**config.mk**
```make
export PLATFORM = sky130hd
export DESIGN_NAME = esc_syndrome_capture
export DESIGN_NICKNAME = d
export VERILOG_FILES = /design/src/hdl/esc_pkg.sv /design/src/hdl/esc_syndrome_capture.sv
export SDC_FILE = /design/constraint.sdc
export NUM_CORES = 1
export LEC_CHECK = 0
export BUFFER_PORTS_ARGS = -buffer_cell sky130_fd_sc_hd__buf_2
export CAP_MARGIN = 20
export CORE_ASPECT_RATIO = 1.75
export CORE_UTILIZATION = 40
export DETAILED_ROUTE_END_ITERATION = 8
export HOLD_SLACK_MARGIN = 0.15
export PLACE_DENSITY = 0.84
export SLEW_MARGIN = 20
export SYNTH_ARGS = -nofsm -noshare
export SYNTH_HDL_FRONTEND = slang
export SYNTH_SLANG_ARGS = --single-unit
```
**constraint.sdc**
```tcl
create_clock -name clk -period 1.8 [get_ports clk]
set_input_delay 0.45 -clock clk [delete_from_list [all_inputs] [get_ports clk]]
set_output_delay 0.45 -clock clk [all_outputs]
set_load 0.01 [all_outputs]
```
**src/hdl/esc_pkg.sv**
```systemverilog
`default_nettype none
// shared constants for the exception syndrome capture block
// bit positions are little-endian vector indices: index = 31 - documented bit number
package esc_pkg;

	// register width and value after reset
	localparam int          ESC_WIDTH = 32;
	localparam logic [31:0] ESC_RESET = 32'h0000_0000;

	// software-writable bits; reserved bits 9 and 16..26 stay zero
	localparam logic [31:0] ESC_WRITE_MASK = 32'hFFBF_001F;

	// bits 0..7, filled by the earlier syndrome logic
	localparam int ESC_POS_LOW_HI   = 31;
	localparam int ESC_POS_LOW_LO   = 24;
	// bit 8, store-type access
	localparam int ESC_POS_STORE    = 23;
	// bits 10..11, locking-fault source
	localparam int ESC_POS_LOCK_HI  = 21;
	localparam int ESC_POS_LOCK_LO  = 20;
	// bit 12, auxiliary processor instruction
	localparam int ESC_POS_AUX      = 19;
	// bit 13, unimplemented operation
	localparam int ESC_POS_UNIMPL   = 18;
	// bit 14, byte ordering
	localparam int ESC_POS_BYTE     = 17;
	// bit 15, imprecise report
	localparam int ESC_POS_IMPREC   = 16;
	// bit 27, floating-point condition update
	localparam int ESC_POS_CRUPD    = 4;
	// bit 28, floating-point compare
	localparam int ESC_POS_CMP      = 3;
	// bits 29..31, condition field index
	localparam int ESC_POS_FIELD_HI = 2;
	localparam int ESC_POS_FIELD_LO = 0;

	// locking-fault source codes
	localparam logic [1:0] ESC_LOCK_NONE  = 2'h0;
	localparam logic [1:0] ESC_LOCK_FLUSH = 2'h1;
	localparam logic [1:0] ESC_LOCK_INVAL = 2'h2;
	localparam logic [1:0] ESC_LOCK_RSVD  = 2'h3;

	// condition field index when not loaded
	localparam logic [2:0] ESC_FIELD_NONE = 3'h0;

	// whole state of the capture block
	typedef struct packed {
		logic [31:0] syndrome;
	} esc_state_t;

endpackage
`default_nettype wire

```
**src/hdl/esc_syndrome_capture.sv**
```systemverilog
`default_nettype none
// Function
// - bit 8 marks store or cache-op cause
// - bits 10:11 give locking-fault source code
// - bit 12 marks auxiliary processor instruction
// - bit 13 marks unimplemented-operation program interrupt
// - bit 14 marks byte ordering exception
// - bit 15: 0 precise, 1 imprecise
// - imprecise only for delayed fp-enabled interrupt
// - bit 27 marks fp condition-updating instruction
// - bit 28 marks fp compare instruction
// - bits 29:31 hold target condition field
// - fp qualifiers only for precise fp-enabled
// - capture sets cause bits, clears others
// - software move reads and replaces register
module esc_syndrome_capture
	import esc_pkg::*;
(
	input  wire logic        clk,              // core clock
	input  wire logic        rst,              // async reset, active high
	input  wire logic        ce,               // clock enable, freezes state when low
	input  wire logic        excTake,          // pulse: interrupt that uses the syndrome
	input  wire logic [7:0]  excLowSyndrome,   // bits 0..7 from earlier syndrome logic
	input  wire logic        excStore,         // store-type access or cache op
	input  wire logic [1:0]  excLockSrc,       // locking-fault source code
	input  wire logic        excAux,           // auxiliary processor instruction
	input  wire logic        excProgram,       // interrupt is a program interrupt
	input  wire logic        excUnimpl,        // unimplemented operation
	input  wire logic        excByteOrder,     // byte ordering exception
	input  wire logic        excFpEnabled,     // fp-enabled program interrupt
	input  wire logic        excDelayed,       // raised by a mode write, not the fp op
	input  wire logic        fpExcModeLow,     // fp exception mode, low bit
	input  wire logic        fpExcModeHigh,    // fp exception mode, high bit
	input  wire logic        fpEnabledSummary, // fp unit enabled-exception summary
	input  wire logic        excFpCrUpdate,    // fp op updates a condition field
	input  wire logic        excFpCompare,     // fp compare-type op
	input  wire logic [2:0]  excCrField,       // condition field the op targets
	input  wire logic        sprWrite,         // pulse: software move into register
	input  wire logic [31:0] sprWriteData,     // data of the software move
	output logic      [31:0] syndrome          // register contents, read by software
);

	// registered state and its next value
	esc_state_t state;
	esc_state_t next_state;

	// decoded causes
	logic       impFlag;    // imprecise report for this capture
	logic       qualOk;     // fp qualifiers are meaningful
	logic       crUpd;      // condition-update qualifier
	logic [1:0] lockCode;   // filtered lock source
	logic [31:0] capture;   // full value built on capture

	// lock code filter: the reserved code never lands in the register on a capture
	// a stray 11 from the storage logic would otherwise read back as a
	// cause that software has no handler for
	function automatic logic [1:0] lockFilter(input logic [1:0] code);
		if (code == ESC_LOCK_FLUSH || code == ESC_LOCK_INVAL)
		begin
			return code;
		end
		return ESC_LOCK_NONE;
	endfunction

	// imprecise only for an fp-enabled interrupt caused by a mode raise
	// while the fp unit already shows its summary
	always_comb
	begin
		impFlag = excFpEnabled && excDelayed && fpEnabledSummary
			&& (fpExcModeLow || fpExcModeHigh);
		// qualifiers only for a precise fp-enabled interrupt
		qualOk  = excFpEnabled && !impFlag;
		crUpd   = qualOk && excFpCrUpdate;
		lockCode = lockFilter(excLockSrc);
	end

	// build the captured value: every bit not named by the cause is zero
	// the write mask is applied on capture too, so reserved bits stay zero
	always_comb
	begin
		capture = '0;
		capture[ESC_POS_LOW_HI:ESC_POS_LOW_LO] = excLowSyndrome;
		// store-type access
		capture[ESC_POS_STORE] = excStore;
		// locking fault source
		capture[ESC_POS_LOCK_HI:ESC_POS_LOCK_LO] = lockCode;
		// auxiliary processor op
		capture[ESC_POS_AUX] = excAux;
		// unimplemented op, program interrupts only
		capture[ESC_POS_UNIMPL] = excProgram && excUnimpl;
		// byte ordering
		capture[ESC_POS_BYTE] = excByteOrder;
		// precise or imprecise report
		capture[ESC_POS_IMPREC] = impFlag;
		// condition-update qualifier
		capture[ESC_POS_CRUPD] = crUpd;
		// compare qualifier
		capture[ESC_POS_CMP] = qualOk && excFpCompare;
		// field index only loaded when condition-update is set
		if (crUpd)
		begin
			capture[ESC_POS_FIELD_HI:ESC_POS_FIELD_LO] = excCrField;
		end
		else
		begin
			capture[ESC_POS_FIELD_HI:ESC_POS_FIELD_LO] = ESC_FIELD_NONE;
		end
	end

	// next state: capture beats a software write in the same cycle
	// a handler that rewrites the register just as a new interrupt is
	// taken would otherwise wipe the cause of that interrupt; the write
	// is lost instead, and software sees the newer syndrome
	always_comb
	begin
		next_state = state;
		if (!ce)
		begin
			// frozen
			next_state = state;
		end
		else if (excTake)
		begin
			// hardware event wins, so the cause is never lost
			next_state.syndrome = capture & ESC_WRITE_MASK;
		end
		else if (sprWrite)
		begin
			// software replaces contents, reserved bits dropped
			next_state.syndrome = sprWriteData & ESC_WRITE_MASK;
		end
		else
		begin
			// other interrupt types leave it alone
			next_state = state;
		end
	end

	// state register; reset clears the whole word without a clock
	// only constants load on the reset branch, so the async path stays clean
	always_ff @(posedge clk or posedge rst)
	begin
		if (rst)
		begin
			state.syndrome <= ESC_RESET;
		end
		else
		begin
			state <= next_state;
		end
	end

	// software reads the register directly
	assign syndrome = state.syndrome;
endmodule
`default_nettype wire

```
# --- After elaboration in Yosys (flattened, before gate mapping) ---
# Cells that the tools add are included.
# Widths: inputs -> output; s select.
classes:
  n_reduce_logical: 12
  muxes: 6
  n_eq_ne: 2
op_table:
  columns: ["operator", "n"]
  rows:
  - ["$mux 32", 2]
  - ["$logic_and 1x1->1", 7]
  - ["$mux 2", 2]
  - ["$mux 3", 1]
  - ["$eq 2x1->1 const B", 1]
  - ["$eq 2x2->1 const B", 1]
  - ["$logic_or 1x1->1", 2]
  - ["$reduce_and 2->1", 1]
  - ["$reduce_bool 2->1", 1]
  - ["$logic_not 1->1", 1]
  - ["$mux 1", 1]
totals:
  regBits: 32
  elab_cells: 21
  input_bits: 62

# --- Depth between registers and ports, before layout ---
# Gate-level depths: netlist of run 1.
depth:
  word_depth: 8
  ltp_mapped: 4

# --- Worst setup path before layout of run 1 ---
# Ideal clock, no wire load.
synth_timing:
  path_kind: "input to register"
  start: "input fpExcModeHigh"
  end: "register, netlist name syndrome[4]"
  required_ns: 1.723
  stages: 3
  t_arrival_ns: 1.040
  slack_ns: 0.683
  setup_ns: 0.077
  n_path_buf: 0
  cell_sequence: "o211ai_1 > a32oi_1 > a21oi_1"
synth_between:
  elab_chain_cells: 6
synth_lines:
  columns: ["item", "line", "rtl"]
  rows:
  - ["start: declaration", "esc_syndrome_capture.sv:33", "input wire logic fpExcModeHigh,"]
  - ["$logic_or 1x1->1", "esc_syndrome_capture.sv:70", "&& (fpExcModeLow || fpExcModeHigh);"]
  - ["$logic_and 1x1->1", "esc_syndrome_capture.sv:70", null]
  - ["$logic_not 1->1", "esc_syndrome_capture.sv:72", "qualOk = excFpEnabled && !impFlag;"]
  - ["$logic_and 1x1->1", "esc_syndrome_capture.sv:72", null]
  - ["$logic_and 1x1->1", "esc_syndrome_capture.sv:73", "crUpd = qualOk && excFpCrUpdate;"]
  - ["$mux 32", "esc_syndrome_capture.sv:122", "else if (excTake)"]
# Every way passes these cells.
# A chain may end at the register's enable or synchronous reset.

# --- Final worst setup path of run 1 ---
layout_timing:
  start: "register, netlist name syndrome[0]"
  end: "output syndrome[0]"
layout_rtl:
  columns: ["item", "line", "rtl"]
  rows:
  - ["end: declaration", "esc_syndrome_capture.sv:40", "output logic [31:0] syndrome"]
# No word-level cell between the ends.

==> results.yml, run 1 <==
status:
  status: "complete, no violations"
finish:
  layout-drive-gt1-share_pct: 43.2
  stdcell_area_sq_mm: 0.00145
  final_cell_mix: "buf_2, dfrtp_1, nand2_1"
  antenna_cells: 0
  reg.largest.list: "syndrome x20"
  top_register: "syndrome"
  area_growth_pct: 32.2
  layout_commonest_cell: "buf_2"
  largest_register_ffs: 20
  fillers: 260
  stdcell_count: 209
  layout.nets: 247
clocking:
  numCtsBuffers: 3
  cts_max_path_buffers: 2
  clkSinkCount: 20
  postCtsHoldBufs: 0
  cts_setup_buffers: 0
  htreeDepth: 1
  path_clk_slew_ns: 0.07
  cts_resized: 0
  cts-root-buf: "clkbuf_8"
  cts_tree: "yes"
  clock_latency_ns: 0.25
setup_path:
  critical_path_class: "reg2out"
  cp_num_buf_inv: 1
  critical_path_peak_fanout: 2
  crit_family: "flip-flops"
  endpoint_kind: "output pin"
  rrSetupSlack_ns: 1.13
  crit_chain: "buf_2"
  cp-start-kind: "register"
  slowest_stage: "dfrtp_1"
  cp.arrival_ns: 0.79
  slowest_delay_ns: 0.39
  required_ns: 1.35
place:
  post-dp-hpwl_microns: 1980
  dp.cells: 206
  gp_congestion: 0.729
  portBuffers: 69
  dpl_cell_area_sq_mm: 0.00141
pwr:
  cellPowerDensity_mw_per_mm2: 764
  leakage_nw: 0.796
  ir_worst_vdd_uv: 446
die:
  placementRows: 24
  die_x_microns: 41.6
  core_area_sq_mm: 0.00255
  io-pin-count: 94
  die_area_sq_mm: 0.00297
  start_util_pct: 43.1
  die_h_microns: 71.4
yosys:
  syn_inst: 112
  yosysWarnings: 0
  synth_seq_cells: 20
  synth_area_sq_mm: 0.00110
  synth_seq_area_share_pct: 45.5
  synth_area_per_cell_sq_um: 9.82
  synthDistinctLibCells: 24
grt:
  antenna_found_initial: 0
  grt_pass1_wl_microns: 4020
  grt_pass1_vias: 1002
  grt_max_degree: 21
  grt_overflow: 0
  track_usage_pct: 17.1
  use_met3_pct: 2.77
  grt.busiest_layer: "met2"
  use_met2_pct: 31.8
  grt_util_met1_pct: 18.4
worst_hold_path:
  hold_path_class: "in2async"
sta:
  fmax_mhz: 806
  rsz0062_at_grt: "false"
  min_period_ns: 1.24
  clock-skew-final_ns: 0
  period_share_pct: 68.9
  drv_slew: 0
  fin_setup_tns_ns: 0
  finalSetupViolCount: 0
  finalHoldViolations: 0
job:
  max_cap_violations: 0
routing:
  antenna_left: 0
  vias: 1001
  drc: 0
  wire_per_inst_microns: 11.5
  drtIter0Drc: 18
  firstDrtPassIters: 2
  avgViaCountPerCell: 4.79
  wl_microns: 2400
[worst reg2reg max path: stages (launching register included)]
cell and delay, ns:
dfrtp_1 0.38, nor2_1 0.11, a21oi_1 0.05
[routing by layer]
metal	vias to the layer above	routed length, microns
met2	52	1310
met1	441	885
met4	0	42
li1	504	-
met5	-	0
met3	4	161
[cells by family after synthesis]
group / after synthesis / share of synthesized area (%)
buffers and inverters: 20 / 14.1
other: 1 / 0.341
DFF: 20 / 45.5
and+or+nand+nor: 30 / 13.7
AOI/OAI and AO/OA: 30 / 16.4
muxes: 11 / 10.0
[through the flow]
| stage | setup slack (ns) | util, % | hold slack [ns] | power (mW) |
|---|---|---|---|---|
| CTS | 0.560 | 57.0 | 0.216 | 1.13 |
| finish | 0.560 | 57.0 | 0.206 | 1.11 |
| floorplan | 0.683 | - | 0.414 | 0.723 |
| global route | 0.492 | 57.0 | 0.243 | 1.18 |
| global placement | 0.344 | 55.3 | 0.457 | 0.831 |
| detailed placement | 0.346 | 55.3 | 0.465 | 0.839 |
[report_power, final]
part | leakage (nW) | internal (mW) | switching, mW
Sequential | 0.240 | 0.508 | 0.0263
Clock | 0.0216 | 0.149 | 0.136
Combinational | 0.534 | 0.135 | 0.156
[synth_stat cells]
cell type / instances / area (sq um)
nand2b_1: 3 / 18.8
a31oi_1: 3 / 18.8
buf_12: 1 / 20.0
dfrtp_1: 20 / 500
o21a_1: 2 / 15.0
conb_1: 1 / 3.75
nand2_1: 13 / 48.8
buf_4: 15 / 113
o21ai_4: 1 / 16.3
nand3_1: 1 / 5.00
o221ai_1: 1 / 8.76
o21ai_0: 3 / 15.0
a21oi_1: 9 / 45.0
o21ai_1: 9 / 45.0
o211ai_1: 1 / 7.51
a32oi_1: 1 / 8.76
and2_1: 1 / 6.26
nor2b_1: 1 / 6.26
mux2i_1: 11 / 110
inv_1: 3 / 11.3
nor2_1: 7 / 26.3
nand3b_4: 1 / 20.0
nand4_1: 3 / 18.8
buf_6: 1 / 11.3
[worst paths after layout]
path,end,start,cells past startpoint
setup / recovery,syndrome[0],syndrome[0],1
hold / removal,syndrome[21],rst,3
setup reg to reg,syndrome[4],syndrome[4],2
hold reg to reg,syndrome[31],syndrome[31],2
max in group asynchronous,syndrome[24],rst,3
min in group clk,syndrome[1],excCrField[1],3
[area by class of cell]
type / count / area [sq um] / share of cell area (%)
multi-input cells: 83 / 485 / 33.4
well taps: 26 / 32.5 / 2.24
clock buffers: 3 / 41.3 / 2.84
inverters: 3 / 11.3 / 0.775
flip-flops and latches: 20 / 500 / 34.4
repair buffers: 74 / 383 / 26.3
Power figures use the tool's default switching activity.
==> run 2, diff against run 1 <==
--- a/config.mk
+++ b/config.mk
@@ -8,10 +8,10 @@
 export BUFFER_PORTS_ARGS = -buffer_cell sky130_fd_sc_hd__buf_2
 export CAP_MARGIN = 20
 export CORE_ASPECT_RATIO = 1.75
-export CORE_UTILIZATION = 40
+export CORE_UTILIZATION = 38
 export DETAILED_ROUTE_END_ITERATION = 8
 export HOLD_SLACK_MARGIN = 0.15
-export PLACE_DENSITY = 0.84
+export PLACE_DENSITY = 0.8
 export SLEW_MARGIN = 20
 export SYNTH_ARGS = -nofsm -noshare
 export SYNTH_HDL_FRONTEND = slang
==> constraint.sdc (replaced) <==
create_clock -name clk -period 1.19 [get_ports clk]
set_input_delay 0.2975 -clock clk [delete_from_list [all_inputs] [get_ports clk]]
set_output_delay 0.2975 -clock clk [all_outputs]
set_load 0.01 [all_outputs]
==> run 2 against run 1 <==
Wire length increased by 0.38%. Non-clock buffer count increased by 3. Clock skew unchanged. Count of clock-buffer cells in the layout unchanged. Cell area increased by 4.7%.
==> results.yml, run 2 (synthesized netlist as in run 1, its figures left out) <==
status:
  status: "complete, no violations"
setup_path:
  crit_chain: "buf_2"
  critical_path_class: "reg2out"
  required_ns: 0.89
  slowest_stage: "dfrtp_1"
  cp-start-kind: "register"
  rrSetupSlack_ns: 0.52
  slowest_delay_ns: 0.39
  cp_num_buf_inv: 1
  reg2reg_to: "syndrome[21]"
  worstSetupEndpoint: "syndrome[24]"
  endpoint_kind: "output pin"
  critical_path_peak_fanout: 2
  crit_cells: 1
  worstReg2RegStart: "syndrome[21]"
  crit_family: "flip-flops"
  startpoint: "syndrome[24]"
  cp.arrival_ns: 0.78
  reg2regPathDepth: 1
routing:
  wl_microns: 2410
  drtIter0Drc: 14
  avgViaCountPerCell: 4.71
  vias: 1007
  antenna_left: 0
  firstDrtPassIters: 4
  wire_per_inst_microns: 11.3
  drc: 0
finish:
  layout-drive-gt1-share_pct: 43.9
  layout.nets: 250
  fillers: 251
  seqCellArea_sq_um: 500
  stdcell_area_sq_mm: 0.00152
  final_cell_mix: "buf_2, dfrtp_1, nand2_1"
  antenna_cells: 0
  largest_register_ffs: 20
  reg.largest.list: "syndrome x20"
  multiInputGateArea_sq_um: 485
  final_util_pct: 56.0
  layout_commonest_cell: "buf_2"
  top_register: "syndrome"
  stdcell_count: 214
  area_growth_pct: 38.5
grt:
  grt_pass1_vias: 957
  track_usage_pct: 16.6
  grt.busiest_layer: "met2"
  grt_util_met1_pct: 16.0
  grt_max_degree: 29
  antenna_found_initial: 0
  use_met3_pct: 3.71
  use_met2_pct: 33.5
  grt_overflow: 0
  grt_pass1_wl_microns: 3960
pwr:
  ir_worst_vdd_uv: 585
  leakage_nw: 0.829
  cellPowerDensity_mw_per_mm2: 1270
  fin_total_pwr_mw: 1.93
place:
  dpl_cell_area_sq_mm: 0.00144
  post-dp-hpwl_microns: 1960
  gp_congestion: 0.678
  dp.cells: 209
  portBuffers: 69
sta:
  fmax_mhz: 926
  clock-skew-final_ns: 0
  min_period_ns: 1.08
  drv_slew: 0
  rsz0062_at_grt: "false"
  fin_setup_tns_ns: 0
  finalHoldViolations: 0
  period_share_pct: 90.7
  finalSetupViolCount: 0
clocking:
  clock_latency_ns: 0.25
  htreeDepth: 1
  cts-root-buf: "clkbuf_8"
  cts_resized: 0
  cts_tree: "yes"
  clkSinkCount: 20
  numCtsBuffers: 3
  path_clk_slew_ns: 0.07
  cts_max_path_buffers: 2
die:
  die_x_microns: 42.7
  die_h_microns: 73.2
  core_area_sq_mm: 0.00272
  start_util_pct: 40.4
  io-pin-count: 94
  die_area_sq_mm: 0.00312
  placementRows: 25
worst_hold_path:
  hold_path.startpoint: "excCrField[2]"
  hold_path_class: "in2reg"
job:
  max_cap_violations: 0
-- run 2: routing by layer --
metal  share of wire, %  up-vias
met3                8.5        2
met5                  0        -
met1                 36      439
met4               0.17        0
li1                   -      511
met2                 55       55
-- run 2: worst min-delay path by stage --
stage	endpoint	slack [ns]	depth (start not counted)
after floorplan	syndrome[0]	0.26	1
after CTS	syndrome[2]	0.30	3
after detailed placement	syndrome[28]	0.37	3
after global routing	syndrome[2]	0.30	3
after global placement	syndrome[28]	0.33	3
final	syndrome[2]	0.31	3
-- run 2: area by class of cell --
cell class                      count  share of cell area [%]
Clock inverter                      1                    1.97
Clock buffer                        3                    2.71
Tap cell                           27                    2.22
Multi-Input combinational cell     83                    31.9
Timing Repair Buffer               77                    27.6
Inverter                            3                   0.740
Sequential cell                    20                    32.9
-- run 2: report_power, final --
group / internal (mW) / switching [mW] / total (mW)
combinational: 0.216 / 0.238 / 0.454
sequential: 0.769 / 0.0420 / 0.811
clock: 0.448 / 0.215 / 0.663
-- run 2: repair_timing --
item	in CTS	in global routing
setup endpoints to repair	0	0
hold buffers	1	0
setup buffers	0	0
endpoints found under the hold margin	20	0
-- run 2: through the flow --
stage | hold WS, ns | worst slack (ns)
4_1_cts | 0.298 | 0.101
6_report | 0.305 | 0.110
3_5_place_dp | 0.368 | 0.0243
5_1_grt | 0.300 | 0.0705
2_1_floorplan | 0.261 | 0.226
3_3_place_gp | 0.333 | 0.0306
